`src/design/ccs_pkg.sv`:
```
// constants for the core and cache clock setup block
// assumes one 25 MHz system clock and a classic wishbone register port
`default_nettype none
package ccs_pkg;
  localparam int unsigned CLK_MHZ = 25;
  // register byte offsets
  localparam logic [3:0] OFF_CTRL = 4'h0;
  localparam logic [3:0] OFF_STATUS = 4'h4;
  // control register fields
  localparam int DIV_LSB = 0;
  localparam int DIV_W = 3;
  localparam int SLOW_BIT = 3;
  localparam int CEN_BIT = 4;
  localparam logic [2:0] DIV_RESET = 3'h0;
  localparam logic [2:0] DIV_MAX_CODE = 3'h6;
  // status register fields
  localparam int ST_STRAP_LSB = 0;
  localparam int ST_MODE_LSB = 4;
  localparam int ST_MULT_LSB = 6;
  localparam int ST_RSVD_BIT = 11;
  localparam int ST_LOCK_BIT = 12;
  localparam int ST_PHASE_LSB = 16;
  localparam int PHASE_W = 8;
  // strap encodings with special meaning
  localparam logic [3:0] STRAP_BYPASS = 4'h3;
  localparam logic [3:0] STRAP_OFF = 4'hf;
  // cycles from reset release until synchronised straps are valid
  localparam logic [1:0] STRAP_SETTLE = 2'h2;
  typedef enum logic [1:0] {
    CCS_MODE_OFF = 2'b00,
    CCS_MODE_PLL = 2'b01,
    CCS_MODE_BYPASS = 2'b10
  } ccs_mode_t;
endpackage
`default_nettype wire

```
`src/design/ccs_core_cache_clock.sv`:
```
// core and cache clock setup: strap capture, mode select, cache clock divider,
// feedback phase measurement and wishbone registers.
// assumes straps and feedback input are asynchronous pins; wishbone on clk_sys.
//
// Overview of operation
// - bypass: pll off, bus clock, 1:1 ratio
// - pll-off mode: no internal clocking at all
// - cache clock divides core clock, 1..4 halves
// - divisor comes from software control field
// - feedback clock out, returned, phase measured
// - strap sets 2x..9x multiplier, vco twice core
// - 0011 selects bypass, 1111 selects pll off
`default_nettype none
module ccs_core_cache_clock #(
  parameter int unsigned DLL_MAX_PHASE = 16
) (
  // clock, reset, enable
  input wire logic clk_sys,
  input wire logic rstn,
  input wire logic ce,
  // board straps and feedback pin
  input wire logic [3:0] core_ratio_strap,
  input wire logic cache_feedback_clock_in,
  // wishbone slave
  input wire logic wb_cyc_i,
  input wire logic wb_stb_i,
  input wire logic wb_we_i,
  input wire logic [3:0] wb_adr_i,
  input wire logic [3:0] wb_sel_i,
  input wire logic [31:0] wb_dat_i,
  output logic [31:0] wb_dat_o,
  output logic wb_ack_o,
  // clock control outputs
  output logic pll_enable,
  output logic pll_bypass,
  output logic core_clock_enable,
  output logic bus_ratio_one,
  output logic [4:0] core_mult_x2,
  output logic [5:0] vco_mult_x2,
  output logic cache_clock_tick,
  output logic cache_feedback_clock_out,
  output logic slow_cache_clock_select,
  output logic dll_locked
);
  // phase counter is eight bits wide
  if (DLL_MAX_PHASE < 1 || DLL_MAX_PHASE > 255) begin : g_bad_phase
    $error("DLL_MAX_PHASE out of range");
  end

  typedef struct packed {
    logic [3:0] strap_s1;
    logic [3:0] strap_s2;
    logic fb_s1;
    logic fb_s2;
    logic fb_prev;
    logic [1:0] settle;
    logic captured;
    logic [3:0] strap;
    ccs_pkg::ccs_mode_t mode;
    logic pll_on;
    logic bypass_on;
    logic core_on;
    logic [4:0] mult_x2;
    logic [2:0] div_code;
    logic slow;
    logic cache_en;
    logic [3:0] acc;
    logic tick;
    logic measuring;
    logic [7:0] phase_cnt;
    logic [7:0] phase;
    logic locked;
    logic ack;
    logic [31:0] rdata;
  } ccs_state_t;

  ccs_state_t s_reg;
  ccs_state_t s_next;

  // bus-to-core multiplier times two; zero for non-pll codes
  function automatic logic [4:0] ccs_mult_x2_of(input logic [3:0] code);
    unique case (code)
      4'h4: ccs_mult_x2_of = 5'h04;
      4'h6: ccs_mult_x2_of = 5'h05;
      4'h8: ccs_mult_x2_of = 5'h06;
      4'he: ccs_mult_x2_of = 5'h07;
      4'ha: ccs_mult_x2_of = 5'h08;
      4'h7: ccs_mult_x2_of = 5'h09;
      4'hb: ccs_mult_x2_of = 5'h0a;
      4'h9: ccs_mult_x2_of = 5'h0b;
      4'hd: ccs_mult_x2_of = 5'h0c;
      4'h5: ccs_mult_x2_of = 5'h0d;
      4'h2: ccs_mult_x2_of = 5'h0e;
      4'h1: ccs_mult_x2_of = 5'h0f;
      4'hc: ccs_mult_x2_of = 5'h10;
      4'h0: ccs_mult_x2_of = 5'h12;
      default: ccs_mult_x2_of = 5'h00;
    endcase
  endfunction

  logic req;
  logic wr_ctrl;
  logic [4:0] div_halves;
  logic [3:0] acc_sum;
  logic core_tick;
  logic fb_rise;

  always_comb begin
    s_next = s_reg;
    req = wb_cyc_i && wb_stb_i && !s_reg.ack;
    wr_ctrl = req && wb_we_i && wb_sel_i[0] && (wb_adr_i == ccs_pkg::OFF_CTRL);
    div_halves = {2'h0, s_reg.div_code} + 5'h02;
    acc_sum = s_reg.acc + 4'h2;
    core_tick = (s_reg.mode != ccs_pkg::CCS_MODE_OFF) && s_reg.captured;
    fb_rise = s_reg.fb_s2 && !s_reg.fb_prev;

    // pin synchronisers
    s_next.strap_s1 = core_ratio_strap;
    s_next.strap_s2 = s_reg.strap_s1;
    s_next.fb_s1 = cache_feedback_clock_in;
    s_next.fb_s2 = s_reg.fb_s1;
    s_next.fb_prev = s_reg.fb_s2;

    // straps caught once after reset, then held until the next reset
    if (!s_reg.captured) begin
      if (s_reg.settle == ccs_pkg::STRAP_SETTLE) begin
        s_next.captured = 1'b1;
        s_next.strap = s_reg.strap_s2;
        s_next.mult_x2 = ccs_mult_x2_of(s_reg.strap_s2);
        if (s_reg.strap_s2 == ccs_pkg::STRAP_BYPASS) begin
          s_next.mode = ccs_pkg::CCS_MODE_BYPASS;
        end else if (ccs_mult_x2_of(s_reg.strap_s2) != 5'h00) begin
          s_next.mode = ccs_pkg::CCS_MODE_PLL;
        end else begin
          s_next.mode = ccs_pkg::CCS_MODE_OFF; // only the 1111 off code reaches this branch
        end
      end else begin
        s_next.settle = s_reg.settle + 2'h1;
      end
    end

    // mode decode registered so every mode output is a flop
    s_next.pll_on = (s_next.mode == ccs_pkg::CCS_MODE_PLL);
    s_next.bypass_on = (s_next.mode == ccs_pkg::CCS_MODE_BYPASS);
    s_next.core_on = (s_next.mode != ccs_pkg::CCS_MODE_OFF);

    // fractional divider: one tick per div_halves/2 core cycles
    s_next.tick = 1'b0;
    if (core_tick && s_reg.cache_en) begin
      if ({1'b0, acc_sum} >= div_halves) begin
        s_next.acc = acc_sum - div_halves[3:0];
        s_next.tick = 1'b1;
      end else begin
        s_next.acc = acc_sum;
      end
    end

    // feedback round trip measurement; a return meeting the next tick still counts
    if (s_reg.measuring) begin
      if (fb_rise) begin
        s_next.measuring = 1'b0;
        s_next.phase = s_reg.phase_cnt;
      end else if (s_reg.phase_cnt != 8'hff) begin
        s_next.phase_cnt = s_reg.phase_cnt + 8'h01;
      end
    end
    if (s_reg.tick) begin
      s_next.measuring = 1'b1;
      s_next.phase_cnt = 8'h00;
    end

    // register writes
    if (wr_ctrl) begin
      if (wb_dat_i[ccs_pkg::DIV_LSB +: ccs_pkg::DIV_W] <= ccs_pkg::DIV_MAX_CODE) begin
        s_next.div_code = wb_dat_i[ccs_pkg::DIV_LSB +: ccs_pkg::DIV_W];
        s_next.acc = 4'h0;
      end
      s_next.slow = wb_dat_i[ccs_pkg::SLOW_BIT];
      s_next.cache_en = wb_dat_i[ccs_pkg::CEN_BIT];
      s_next.locked = 1'b0;
    end
    // lock set wins over a clear in the same cycle
    if (s_reg.measuring && fb_rise && (s_reg.phase_cnt <= 8'(DLL_MAX_PHASE))) begin
      s_next.locked = 1'b1;
    end

    // wishbone answer one cycle after the request, dropped next cycle
    s_next.ack = req;
    s_next.rdata = 32'h0;
    if (req && !wb_we_i) begin
      if (wb_adr_i == ccs_pkg::OFF_CTRL) begin
        s_next.rdata[ccs_pkg::DIV_LSB +: ccs_pkg::DIV_W] = s_reg.div_code;
        s_next.rdata[ccs_pkg::SLOW_BIT] = s_reg.slow;
        s_next.rdata[ccs_pkg::CEN_BIT] = s_reg.cache_en;
      end else if (wb_adr_i == ccs_pkg::OFF_STATUS) begin
        s_next.rdata[ccs_pkg::ST_STRAP_LSB +: 4] = s_reg.strap;
        s_next.rdata[ccs_pkg::ST_MODE_LSB +: 2] = s_reg.mode;
        s_next.rdata[ccs_pkg::ST_MULT_LSB +: 5] = s_reg.mult_x2;
        s_next.rdata[ccs_pkg::ST_RSVD_BIT] = s_reg.captured
          && (s_reg.mode == ccs_pkg::CCS_MODE_OFF) && (s_reg.strap != ccs_pkg::STRAP_OFF);
        s_next.rdata[ccs_pkg::ST_LOCK_BIT] = s_reg.locked;
        s_next.rdata[ccs_pkg::ST_PHASE_LSB +: ccs_pkg::PHASE_W] = s_reg.phase;
      end
    end
  end

  always_ff @(posedge clk_sys) begin
    if (!rstn) begin
      s_reg <= '0;
      s_reg.mode <= ccs_pkg::CCS_MODE_OFF;
      s_reg.div_code <= ccs_pkg::DIV_RESET;
      s_reg.cache_en <= 1'b1;
    end else if (ce) begin
      s_reg <= s_next;
    end
  end

  assign wb_dat_o = s_reg.rdata;
  assign wb_ack_o = s_reg.ack;
  assign pll_enable = s_reg.pll_on;
  assign pll_bypass = s_reg.bypass_on;
  assign core_clock_enable = s_reg.core_on;
  assign bus_ratio_one = s_reg.bypass_on;
  assign core_mult_x2 = s_reg.mult_x2;
  assign vco_mult_x2 = {s_reg.mult_x2, 1'b0};
  assign cache_clock_tick = s_reg.tick;
  assign cache_feedback_clock_out = s_reg.tick;
  assign slow_cache_clock_select = s_reg.slow;
  assign dll_locked = s_reg.locked;
endmodule
`default_nettype wire

```
`config.mk`:
```
export PLATFORM = sky130hd
export DESIGN_NAME = ccs_core_cache_clock
export DESIGN_NICKNAME = d
export VERILOG_FILES = /design/src/design/ccs_pkg.sv /design/src/design/ccs_core_cache_clock.sv
export SDC_FILE = /design/constraint.sdc
export NUM_CORES = 1
export LEC_CHECK = 0
export BUFFER_PORTS_ARGS = -buffer_cell sky130_fd_sc_hd__buf_2
export CAP_MARGIN = 20
export CORE_MARGIN = 2
export CORE_UTILIZATION = 35
export DETAILED_ROUTE_END_ITERATION = 10
export HOLD_SLACK_MARGIN = 0.06
export PLACE_DENSITY_LB_ADDON = 0.2
export SLEW_MARGIN = 40
export SYNTH_ARGS = -nofsm -noshare
export SYNTH_HDL_FRONTEND = slang
export SYNTH_SLANG_ARGS = --single-unit
```
`constraint.sdc`:
```
create_clock -name clk_sys -period 3.1 [get_ports clk_sys]
set_clock_uncertainty 0.1 [all_clocks]
set_input_delay 0.31 -clock clk_sys [delete_from_list [all_inputs] [get_ports clk_sys]]
set_output_delay 0.31 -clock clk_sys [all_outputs]
set_load 0.02 [all_outputs]
```
---- Yosys cells after proc, flatten, opt, wreduce, memory -nomap -nowiden ----
Memory sizes are Yosys's and may differ from the RTL's. A register that Yosys moved wholly into a read port is not among the register bits.
Cells that the tools add are included.
cells by class
  add/subtract/negate cells ............... 5
  order comparisons ....................... 3
  eq/ne operators ......................... 8
  muxes and demuxes ....................... 29
  bitwise logic cells ..................... 2
  reductions and logical operators ........ 32
operators with widths
  operator                                                                          number
  8-bit 2-to-1 mux                                                                  7
  13-bit 2-to-1 mux                                                                 2
  5-bit 2-to-1 mux                                                                  5
  4-bit 2-to-1 mux                                                                  5
  17-bit 2-to-1 mux                                                                 1
  7-bit 2-to-1 mux                                                                  2
  1-bit logical AND                                                                 13
  3-bit AND reduction                                                               4
  2-bit nonzero test                                                                5
  9-bit 2-to-1 mux                                                                  1
  8-bit by 1-bit adder with 8-bit output, second input constant                     1
  8-bit by 5-bit less-or-equal comparator with 1-bit output, second input constant  1
  8-bit inequality test, second input constant                                      1
  1-bit 2-to-1 mux                                                                  5
  5-bit nonzero test                                                                1
  3-bit by 2-bit adder with 4-bit output, second input constant                     1
  4-bit by 2-bit adder with 4-bit output, second input constant                     1
  2-bit equality test, second input constant                                        2
  4-bit by 2-bit equality test with 1-bit output, second input constant             1
  4-bit by 3-bit equality test with 1-bit output, second input constant             1
  4-bit greater-or-equal comparator                                                 1
  1-bit zero test                                                                   4
  4-bit zero test                                                                   1
  4-bit inequality test, second input constant                                      1
  10 further kinds                                                                  12
storage, ports and cells
  register bits ........................... 73
  ROM bits ................................ 160
  input bits .............................. 51
  output and inout port bits .............. 52
  logic and storage cells ................. 104
  memories ................................ 2
memory list
  name              depth  width  rd ports  clocked after memory_dff  wr ports  line                        RTL
  (name not given)  16     5      1         1                         0         ccs_core_cache_clock.sv:82  unique case (code)
  (name not given)  16     5      1         1                         0         ccs_core_cache_clock.sv:82

---- Depth between registers and ports, before layout ----
  depth in word-level cells ............... 10
  gate-level depth with buffers ........... 10
  mapped depth without buffers ............ 9

---- Least setup slack after synthesis ----
Ideal clock, no wire load.
  kind .................................... reg2reg
  from .................................... register s_reg[58] (netlist name)
  to ...................................... register s_reg[53] (netlist name)
  setup time .............................. 123 ps
  arrival time ............................ 1781 ps
  data required time ...................... 2877 ps
  setup slack ............................. 1096 ps
  cell stages (with the launch flop) ...... 8
  path buffers ............................ 0
  period minus slack after synthesis ...... 2004 ps
  cell sequence ........................... dfxtp_1 > ha_1 > inv_1 > fa_1 > a211o_1 > a21oi_1 > mux2i_1 > o22ai_1
on the way
  word-level cells in the longest chain between the ends .. 6
  elaborated cells on any way between the ends .. 7
  those cells by class .................... 2 x add/sub; 1 x order compare; 4 x mux
RTL lines
  element                                                                       line                                                      RTL
  start: declaration                                                            ccs_core_cache_clock.sv:77                                ccs_state_t s_reg;
  start signal: assignment                                                      ccs_core_cache_clock.sv:214                               s_reg <= s_next;
  3-bit by 2-bit adder with 4-bit output (*)                                    ccs_core_cache_clock.sv:112                               div_halves = {2'h0, s_reg.div_code} + 5'h02;
  4-bit subtractor / 4-bit greater-or-equal comparator (equally long branches)  ccs_core_cache_clock.sv:151, ccs_core_cache_clock.sv:150
  4-bit 2-to-1 mux (*)                                                          ccs_core_cache_clock.sv:150                               if ({1'b0, acc_sum} >= div_halves) begin
  5-bit 2-to-1 mux (*)                                                          ccs_core_cache_clock.sv:149                               if (core_tick && s_reg.cache_en) begin
  4-bit 2-to-1 mux                                                              ccs_core_cache_clock.sv:174                               if (wb_dat_i[ccs_pkg::DIV_LSB +: ccs_pkg::DIV_W] <= ccs_pkg::DIV_MAX_CODE) begin
  4-bit 2-to-1 mux (*)                                                          ccs_core_cache_clock.sv:173                               if (wr_ctrl) begin
Every way passes the cells marked *; elsewhere a longest branch is shown, timed or not.
A chain may end at the register's enable or synchronous reset.

---- Worst setup path in the final report ----
  from .................................... register s_reg[59] (netlist name)
  to ...................................... register s_reg[52] (netlist name)
on the way
  word-level cells in the longest chain between the ends .. 6
RTL lines
  element                                     line
  3-bit by 2-bit adder with 4-bit output (*)  ccs_core_cache_clock.sv:112
  4-bit greater-or-equal comparator (*)       ccs_core_cache_clock.sv:150
  4-bit 2-to-1 mux (*)                        ccs_core_cache_clock.sv:150
  5-bit 2-to-1 mux (*)                        ccs_core_cache_clock.sv:149
  4-bit 2-to-1 mux                            ccs_core_cache_clock.sv:174
  4-bit 2-to-1 mux (*)                        ccs_core_cache_clock.sv:173
Marked as above.

==> flow_summary.toml <==
[run_status]
status = "completed"

[logic_synthesis]
synth_edf_count = 0
synth_top_family_by_area = "simple AND/OR/NAND/NOR gates"
ys_types = 61
synthMuxAreaShare = 0.0467
synth-xor-area-share = 0.0101
synth_seq_cells = 83
ys_seq_area_frac = 0.383
syn_area_mm2 = 0.00434
yosys.area_share.adder = 0.0594
synth.avg_cell_area_um2 = 8.81
synth_compound_area_frac = 0.167
ys.flop_type = "dfxtp_1"
synth-async-reset-ratio = 0
synth_cells = 492
yosysWarnings = 0
synthSimpleGateAreaFrac = 0.211

[clock_network]
root_buffer = "clkbuf_16"
insertion_delay_ns = 0.34
clk_pin_slew_ns = 0.06
cts-htree-levels = 3
clockBufferDepth = 2
cts_made_buffers = 9
cts_tree = "built"
cts_hold_buf = 1
cts_resized = 0
post-cts-setup-buffers = 0
cts.sinks = 83

[place]
gp_congestion = 0.763
hpwl_mm = 6.50
io_buffers = 60
placed_cell_area_mm2 = 0.00448

[final_layout]
fillerInstances = 1201
final_util = 0.399
final_cell_mix = "dfxtp_1, buf_2, nand2_1"
drive_above_1_share = 0.190
final_common_cell = "dfxtp_1"
largest_reg_flops = 39
insertedDiodeCount = 0
final_nets = 583
design_area_mm2 = 0.00481
area_delta_synth_final_pct = 11.0

[floorplan]
die_area_mm2 = 0.0133
rows = 40
io_pins = 103
die_height_um = 115
initial_core_util = 0.360
die_x_um = 115
core_mm2 = 0.0121

[global_route]
antenna_found_initial = 0
grt_overflow = 0
grt_max_degree = 58
grt_pass1_vias = 3125
grt_pass1_wl_mm = 15.1
grt_usage = 0.145

[power_and_ir_drop]
power_switching_uw = 583
power.internal_mw = 1.90
ir_worst_vdd_v = 0.000450
leakagePower_nw = 1.98
powerDensity_mw_per_mm2 = 516
combPwrFrac = 0.079
pwr-share-seq = 0.450
p_total_mw = 2.48
p_clk_frac = 0.471
swShare = 0.235

[timing]
finalHoldViolCount = 0
fin_crit_ns = 2.26
finalSetupViolations = 0
worstMarginPinSlew_ns = 0.582
finalSetupTns_ns = 0
slew_violations = 0
fin_crit_sh = 0.731
clock.fmax_mhz = 442
rsz0062_at_grt = "no"
max_slew_margin = 0.611

[drt]
vias = 3252
wl_per_cell_um = 13.2
drtPass1Iterations = 4
wl_mm = 9.06
detail-route-antenna-nets = 0
drt_iter0_markers = 187
viasPerCell = 4.75
drcViolationCount = 0

[critical_path]
crit_arrival_ns = 2.42
cp-end-kind = "register"
crit_required_ns = 3.26
r2r_cells = 7
critPathMaxFanout = 6
start_kind = "register"
critPathKind = "reg2reg"

[min_path]
hold_path.class = "in2reg"
whs_path_depth = 3

[run]
cap_violations = 0
[power groups by stage]
stage | Clock (mW) | Sequential [mW] | Combinational (mW)
6_report | 1.17 | 1.12 | 0.196
5_1_grt | 1.26 | 1.12 | 0.219
4_1_cts | 1.21 | 1.12 | 0.198
3_5_place_dp | 0 | 1.14 | 0.196
3_3_place_gp | 0 | 1.14 | 0.194
2_1_floorplan | 0 | 1.14 | 0.166
[cells by family (layout without fill, tap and decap cells)]
group           Yosys count  count (layout)
compound gates          101             101
fa+ha+maj                20              20
mux                      20              20
simple gates            174             174
buf+inv                  88             102
xor+xnor                  5               5
flops                    83              83
other cells               1              12
[Yosys cell counts (all sizes together), types with 4 or more instances]
cell type / number / share of area
dfxtp: 83 / 0.38
buf: 55 / 0.093
nand2: 48 / 0.042
nor2b: 44 / 0.063
nor2: 32 / 0.031
a21oi: 23 / 0.027
inv: 20 / 0.017
ha: 19 / 0.055
mux2i: 18 / 0.042
a21boi: 17 / 0.030
a22oi: 15 / 0.026
nand3: 14 / 0.016
clkbuf: 13 / 0.011
o21ai: 10 / 0.012
o211a: 5 / 0.012
o221a: 5 / 0.013
or3: 5 / 0.0084
and3: 4 / 0.0058
nand2b: 4 / 0.0058
nor3: 4 / 0.0046
or2: 4 / 0.0058
[area by class of cell]
type                            count  area [µm²]  share of cell area
Multi-Input combinational cell    332        2190               0.455
Inverter                           20        75.1              0.0156
Tap cell                          168         210              0.0437
Timing Repair Buffer               66         348              0.0723
Clock buffer                       10         239              0.0496
Sequential cell                    83        1660               0.345
Clock inverter                      6        88.8              0.0185
[through the flow]
| step | worst slack, ns | hold slack [ns] | instances |
|---|---|---|---|
| final | 0.835 | 0.125 | 685 |
| after global routing | 0.635 | 0.120 | 685 |
| after CTS | 0.810 | 0.105 | 685 |
| after detailed placement | 0.825 | 0.362 | 668 |
| after global placement | 0.842 | 0.359 | 668 |
| after floorplan | 1.10 | 0.335 | 503 |
[critical path: stages, from the launching register on]
cell      delay, ns
dfxtp_1        0.45
ha_1           0.27
inv_1          0.06
ha_1           0.28
o21a_1         0.20
a21oi_1        0.40
nor2_1         0.16
a211oi_1       0.26
[final timing paths]
kind	from	endpoint	slack, ns
setup / recovery	s_reg[59]$_SDFFE_PN0P_	s_reg[52]$_SDFFE_PN0P_	0.84
hold reg to reg	s_reg[37]$_SDFFE_PN0P_	s_reg[37]$_SDFFE_PN0P_	0.37
setup reg to reg	s_reg[59]$_SDFFE_PN0P_	s_reg[52]$_SDFFE_PN0P_	0.84
hold / removal	wb_dat_i[3]	slow_cache_clock_select$_SDFFE_PN0N_	0.13
[layer usage]
| layer | routed length (µm) | global-route usage |
|---|---|---|
| met2 | 4180 | 0.234 |
| met1 | 4490 | 0.188 |
| met4 | 33 | 0.0361 |
| met3 | 359 | 0.0496 |
| met5 | 0 | 0 |
(Power assumes the default switching activity.)
